==> config.mk <==
export PLATFORM = sky130hd
export DESIGN_NAME = cdr_repeater
export DESIGN_NICKNAME = d
export VERILOG_FILES = /design/src/cdr_pkg.sv /design/src/cdr_repeater.sv /design/src/cdr_pair.sv
export SDC_FILE = /design/constraint.sdc
export NUM_CORES = 1
export LEC_CHECK = 0
export BUFFER_PORTS_ARGS = -buffer_cell sky130_fd_sc_hd__buf_4
export CORE_UTILIZATION = 44
export CTS_BUF_LIST = sky130_fd_sc_hd__clkbuf_8
export DETAILED_ROUTE_END_ITERATION = 8
export GPL_TIMING_DRIVEN = 0
export PLACE_DENSITY = 0.75
export SYNTH_ARGS = -nofsm -noshare
export SYNTH_HDL_FRONTEND = slang
export SYNTH_SLANG_ARGS = --single-unit
==> constraint.sdc <==
create_clock -name REF_CLK_IN -period 0.93 [get_ports REF_CLK_IN]
set_input_delay 0.093 -clock REF_CLK_IN [delete_from_list [all_inputs] [get_ports REF_CLK_IN]]
set_output_delay 0.093 -clock REF_CLK_IN [all_outputs]
set_load 0.05 [all_outputs]
==> src/cdr_pkg.sv <==
package cdr_pkg;

  // ---------------------------------------------------------------
  // line pair direction
  // ---------------------------------------------------------------
  typedef enum logic [1:0] {
    CDR_NEUTRAL,
    CDR_HOST_IN,
    CDR_CARD_IN
  } cdr_dir_t;

  // ---------------------------------------------------------------
  // pin groups and reset values
  // ---------------------------------------------------------------
  localparam int unsigned CDR_PAIRS = 3;

  // one bit per line pair: bit0 data, bit1 aux one, bit2 aux two
  typedef struct packed {
    logic [CDR_PAIRS-1:0] lvl;
  } cdr_lines_t;

  // card side held low after reset, host side released (high)
  localparam logic CDR_CARD_RST_LVL = 1'b0;
  localparam logic CDR_HOST_RST_LVL = 1'b1;
  localparam logic [1:0] CDR_PREV_RST = 2'h3;

endpackage : cdr_pkg

==> src/cdr_repeater.sv <==
// ---------------------------------------------------------------
// ---------------------------------------------------------------
module cdr_repeater (
  // clock and reset
  input wire logic REF_CLK_IN,
  input wire logic RST_IN,
  // from activation sequencer
  input wire logic RX_ENABLE_IN,
  // line levels: bit0 data, bit1 aux one, bit2 aux two
  input wire cdr_pkg::cdr_lines_t HOST_LINE_IN,
  input wire cdr_pkg::cdr_lines_t CARD_LINE_IN,
  // line drivers, open drain: pin drives low while enabled
  output cdr_pkg::cdr_lines_t HOST_LINE_OUT,
  output cdr_pkg::cdr_lines_t HOST_LINE_OE_OUT,
  output cdr_pkg::cdr_lines_t CARD_LINE_OUT,
  output cdr_pkg::cdr_lines_t CARD_LINE_OE_OUT,
  // card side held low (outside reception)
  output logic CARD_HELD_LOW_OUT
);

  typedef struct packed {
    logic rx_on;
  } cdr_top_st_t;

  cdr_top_st_t st;
  cdr_top_st_t next_st;
  logic [cdr_pkg::CDR_PAIRS-1:0] host_low;
  logic [cdr_pkg::CDR_PAIRS-1:0] card_low;
  cdr_pkg::cdr_dir_t dirs [cdr_pkg::CDR_PAIRS];

  // ---------------------------------------------------------------
  // reception state
  // ---------------------------------------------------------------
  // sequencer enable follows
  always_comb begin
    next_st = st;
    next_st.rx_on = RX_ENABLE_IN;
  end

  always_ff @(posedge REF_CLK_IN or posedge RST_IN) begin
    if (RST_IN) begin
      st.rx_on <= 1'b0;
    end else begin
      st <= next_st;
    end
  end

  // ---------------------------------------------------------------
  // one repeater per pair
  // ---------------------------------------------------------------
  for (genvar i = 0; i < cdr_pkg::CDR_PAIRS; i++) begin : g_pair
    cdr_pair u_pair (
      .clk(REF_CLK_IN),
      .rst(RST_IN),
      .rx_en(st.rx_on),
      .host_in(HOST_LINE_IN.lvl[i]),
      .card_in(CARD_LINE_IN.lvl[i]),
      .host_drive_low(host_low[i]),
      .card_drive_low(card_low[i]),
      .dir(dirs[i])
    );
  end

  // ---------------------------------------------------------------
  // pin drive
  // ---------------------------------------------------------------
  // open drain: only low is ever driven, pull-ups give high
  assign HOST_LINE_OUT.lvl = {cdr_pkg::CDR_PAIRS{1'b0}};
  assign CARD_LINE_OUT.lvl = {cdr_pkg::CDR_PAIRS{cdr_pkg::CDR_CARD_RST_LVL}};
  assign HOST_LINE_OE_OUT.lvl = st.rx_on ? host_low : {cdr_pkg::CDR_PAIRS{~cdr_pkg::CDR_HOST_RST_LVL}};
  assign CARD_LINE_OE_OUT.lvl = st.rx_on ? card_low : {cdr_pkg::CDR_PAIRS{1'b1}};
  assign CARD_HELD_LOW_OUT = ~st.rx_on;

  // ---------------------------------------------------------------
  // per-pair checks at the pins
  // ---------------------------------------------------------------
  // watched at the pins rather than inside the pair, so a slip in the
  // session mux or a crossed bit index shows up as well
  for (genvar j = 0; j < cdr_pkg::CDR_PAIRS; j++) begin : g_chk

  end
endmodule : cdr_repeater

==> src/cdr_pair.sv <==
// one repeater pair: direction follows first falling edge
module cdr_pair (
  input wire logic clk,
  input wire logic rst,
  input wire logic rx_en,
  input wire logic host_in,
  input wire logic card_in,
  output logic host_drive_low,
  output logic card_drive_low,
  output cdr_pkg::cdr_dir_t dir
);

  typedef struct packed {
    cdr_pkg::cdr_dir_t dir;
    logic [1:0] prev;  // {host, card} last levels
  } cdr_pair_st_t;

  cdr_pair_st_t st;
  cdr_pair_st_t next_st;
  logic host_fall;
  logic card_fall;
  logic host_rise;
  logic card_rise;

  // ---------------------------------------------------------------
  // edge detect and direction
  // ---------------------------------------------------------------
  assign host_fall = st.prev[1] & ~host_in;
  assign card_fall = st.prev[0] & ~card_in;
  assign host_rise = ~st.prev[1] & host_in;
  assign card_rise = ~st.prev[0] & card_in;

  // host wins a tie; both falling at once is a bus conflict anyway
  always_comb begin
    next_st = st;
    next_st.prev = {host_in, card_in};
    if (!rx_en) begin
      next_st.dir = cdr_pkg::CDR_NEUTRAL;
    end else begin
      case (st.dir)
        cdr_pkg::CDR_NEUTRAL: begin
          if (host_fall) begin
            next_st.dir = cdr_pkg::CDR_HOST_IN;
          end else if (card_fall) begin
            next_st.dir = cdr_pkg::CDR_CARD_IN;
          end
        end
        cdr_pkg::CDR_HOST_IN: begin
          if (host_rise) begin
            next_st.dir = cdr_pkg::CDR_NEUTRAL;
          end
        end
        cdr_pkg::CDR_CARD_IN: begin
          if (card_rise) begin
            next_st.dir = cdr_pkg::CDR_NEUTRAL;
          end
        end
        default: next_st.dir = cdr_pkg::CDR_NEUTRAL;
      endcase
    end
  end

  always_ff @(posedge clk or posedge rst) begin
    if (rst) begin
      st.dir <= cdr_pkg::CDR_NEUTRAL;
      st.prev <= cdr_pkg::CDR_PREV_RST;
    end else begin
      st <= next_st;
    end
  end

  // ---------------------------------------------------------------
  // drivers
  // ---------------------------------------------------------------
  // output follows input
  assign host_drive_low = (st.dir == cdr_pkg::CDR_CARD_IN) & ~card_in;
  assign card_drive_low = (st.dir == cdr_pkg::CDR_HOST_IN) & ~host_in;
  assign dir = st.dir;
endmodule : cdr_pair

## After elaboration in Yosys (flattened, before gate mapping)

Cells that the tools add are included.

- Register bits: 13
- Input port bits: 9
- Output and inout bits: 13
- Logic and storage cells: 79

- Equality and inequality tests: 15
- Mux-type cells: 20
- Bitwise logic cells: 31
- Reductions and logical operators: 6

Operators by type and width:

| cell | count |
|---|---|
| $mux W2 | 15 |
| $and A1 B1 Y1 | 18 |
| $ne A3 B2 Y1 const B | 6 |
| $pmux W2 S3 | 3 |
| $not A1 Y1 | 13 |
| $ne A4 B2 Y1 const B | 3 |
| $reduce_and A3 Y1 | 3 |
| $eq A2 B1 Y1 const B | 3 |
| $eq A2 B2 Y1 const B | 3 |
| $logic_not A2 Y1 | 3 |
| $mux W3 | 2 |

## Depth between registers and ports, before layout

- Word-level depth: 6
- Mapped depth: 3

## Cells and area by module

From an unflattened synthesis, not the netlist that was laid out.

- Cell total of the unflattened synthesis: 70
- Area total of the unflattened synthesis: 711.9 µm²

By module, submodules not included:

| module | instances | cells an instance | area each (µm²) | sequential area each (µm²) |
|---|---|---|---|---|
| cdr_pair | 3 | 18 | 197.7 | 102.6 |
| cdr_repeater | 1 | 16 | 118.9 | 25.0 |

## Worst setup path after synthesis

Ideal clock, no wire load.

- Path kind: flip-flop to output port
- Start: reg g_pair[1].u_pair.dir[0] (netlist name)
- End: out HOST_LINE_OE_OUT[1] in the netlist's numbering
- Data arrival time: 1686 ps
- Required time: 837 ps
- Setup slack: -849 ps
- Stages on the path, launching flop included: 3
- Cell sequence: dfrtp_1 nand2b_1 nor3b_1

RTL lines:

| what | line | text |
|---|---|---|
| to (decl) | cdr_repeater.sv:14 | `output cdr_pkg::cdr_lines_t HOST_LINE_OE_OUT,` |

==> results.cfg <==
[run_status]
status = finished with violations
violations = setup timing

[logic_synthesis]
postSynthAreaPerCell_sq_um = 10.3
synth_top_family_by_area = simple AND/OR/NAND/NOR gates
yosys.area.top_type = dfrtp_1
synth_compound_area_frac = 0.123
syn-cell-area_sq_um = 608
synthAdderAreaFrac = 0
ys_warn_count = 0
synthMuxAreaShare = 0
netlist.area_leader.share = 0.288
syn_inst = 59
synth_area_leaders = dfrtp_1 (29%), dfstp_2 (26%), buf_4 (7.4%)
synthDistinctLibCells = 19
yosys.area_share.simple = 0.206
synth_xor_xnor_area_share = 0
yosysSeqAreaShare = 0.547
ys_ff_latch = 13

[timing]
layout_min_cycle_time_ps = 1280
setup_ws_ps = -348
finalHoldViolCount = 0
slew_viol_final = 0
setup_viol = 13
skew_ps = 4.71
fmax_mhz = 782
rsz0062_at_grt = true
fin_hold_ws_ps = 175
period_share = 1.37
fin_setup_tns_ps = -2530

[layout]
multiInputGateArea_sq_um = 290
layout_commonest_cell = buf_4
layout_common_cells = buf_4 (22), dlygate4sd3_1 (8), nand2_1 (7)
diodes = 0
fillCellCount = 88
finish.net_count = 108
syn_to_final_growth_pct = 70.4
drive_above_1_share = 0.551
register_area_sq_um = 338

[setup_path]
critPathMaxFanout = 3
path_buf_inv = 1
rrSetupSlack_ps = -160
r2r_cells = 4
worstSetupEndpointType = output pin
cp.required_ps = 840
worstPathCellList = nand2b_4 -> nor3b_4 -> buf_6
crit_slowest_cell = dfrtp_1
critPathKind = flop to output pin
reg2reg_to = g_pair[0].u_pair.dir[1]$_DFFE_PP0P_
cp_top_family = flip-flops
cp.arrival_ps = 1190
worstSetupStartpointType = flop
crit_path_max_incr_delay_ps = 420
reg2reg_from = st$_DFF_PP0_

[routing]
viasPerCell = 4.64
num_vias = 524
drc_errors = 0
dr.pass1.iters = 3
postRouteWirelength_microns = 1430
ant_nets = 0
avgRoutedWirePerCell_microns = 12.7
drtIter0Drc = 7

[cts]
htreeDepth = 1
cts_buffer_depth = 2
clock-sinks = 13
cts_root_buffer = clkbuf_8
clk_latency_ps = 240
cts_tree = done
clk_pin_slew_ps = 60
cts_buffers = 3

[floorplan]
die_h_microns = 39.2
dieArea_sq_mm = 0.00153
row_count = 13
coreArea_sq_mm = 0.00128
initial_core_util = 0.473
die_x_microns = 39.2
io_pins = 22

[global_routing]
gr-total-overflow = 0
grt_usage = 0.228
antenna_found_initial = 0
grt_pass1_wl_microns = 2230
grt_pass1_vias = 486
grt_max_degree = 14

[placement]
dpl.hpwl_microns = 758
routabilityCongestion = 0.817
place.port_buffers = 15

[hold_path]
hold_depth = 3
hold_class = input pin to flop
hold_path.startpoint = HOST_LINE_IN[1]
min_to = g_pair[1].u_pair.dir[0]$_DFFE_PP0P_

[power_and_ir_drop]
max-vdd-ir-drop_mv = 1.10
p_per_area_mw_per_mm2 = 1430
leakage_nw = 0.489

[job]
cap_violations = 0
==> final cells by class <==
type / count / area share
flip-flops and latches: 13 / 0.326
multi-input cells: 38 / 0.280
repair buffers: 30 / 0.258
plain buffers: 6 / 0.0435
clock buffers: 3 / 0.0399
inverters: 7 / 0.0302
well taps: 15 / 0.0181
clock inverters: 1 / 0.00362
==> cells by family after synthesis <==
group                  Yosys count
and+or+nand+nor                 20
DFF                             13
buffers and inverters           13
AOI/OAI and AO/OA               12
other                            1
==> per-layer routing <==
metal | up-vias | wire [microns] | GRT usage
met1 | 247 | 652 | 0.300
met5 | - | 0 | 0
met4 | 0 | 32 | 0.155
li1 | 261 | - | -
met3 | 4 | 39 | 0.0173
met2 | 12 | 707 | 0.354
==> cell usage after synthesis <==
cell      count
nor3_1        1
a21oi_1       3
dfstp_2       6
o21bai_1      2
nor2_1        3
nor3b_1       1
o211ai_1      1
a211oi_1      3
nor4b_2       3
nand2b_1      3
nor2b_1       1
nand2_1       7
o21ai_0       3
conb_1        1
dfrtp_1       7
nand3_1       1
buf_4         6
inv_1         6
inv_2         1
==> how the worst max path moves through the flow <==
stage                     cells past startpoint  slack, ps                           startpoint                  end
after floorplan                               2       -290                         st$_DFF_PP0_  HOST_LINE_OE_OUT[0]
after detailed placement                      3       -140  g_pair[1].u_pair.dir[0]$_DFFE_PP0P_  HOST_LINE_OE_OUT[1]
final                                         3       -350  g_pair[1].u_pair.dir[0]$_DFFE_PP0P_  HOST_LINE_OE_OUT[1]
after CTS                                     3       -330                         st$_DFF_PP0_  HOST_LINE_OE_OUT[0]
after global routing                          3       -390  g_pair[1].u_pair.dir[0]$_DFFE_PP0P_  HOST_LINE_OE_OUT[1]
after global placement                        3       -130  g_pair[1].u_pair.dir[0]$_DFFE_PP0P_  HOST_LINE_OE_OUT[1]
==> sequential cells by signal, summed over array words and instances (netlist names) <==
register           cells
st                     1
g_pair.u_pair.st       6
g_pair.u_pair.dir      6
==> power breakdown <==
| part | internal (mW) | switching, mW |
|---|---|---|
| combinational | 0.152 | 0.193 |
| clock | 0.291 | 0.194 |
| sequential | 0.609 | 0.0373 |
| total | 1.05 | 0.424 |
==> worst reg2reg max path: stages, from the launching register on <==
cell	delay (ps)
dfrtp_2	460
inv_6	60
buf_4	140
buf_4	130
nor4b_2	190
==> what timing repair did <==
action | in CTS | in global routing
pin swaps | 3 | 5
setup buffers | 4 | 3
hold buffers | 8 | 0
resized for setup | 12 | 4
hold endpoints to repair | 14 | 0
setup endpoints to repair | 9 | 13
==> stage by stage <==
stage / total power [mW] / cell area [sq um] / cells / worst slack [ps] / utilization
2_1_floorplan: 0.836 / 669 / 64 / -286 / -
3_3_place_gp: 0.910 / 801 / 94 / -131 / 0.623
3_5_place_dp: 0.914 / 801 / 94 / -138 / 0.623
4_1_cts: 1.45 / 1010 / 110 / -325 / 0.783
5_1_grt: 1.54 / 1040 / 113 / -388 / 0.806
6_report: 1.48 / 1040 / 113 / -348 / 0.806
Note: power is estimated with default switching activity, not from simulation.
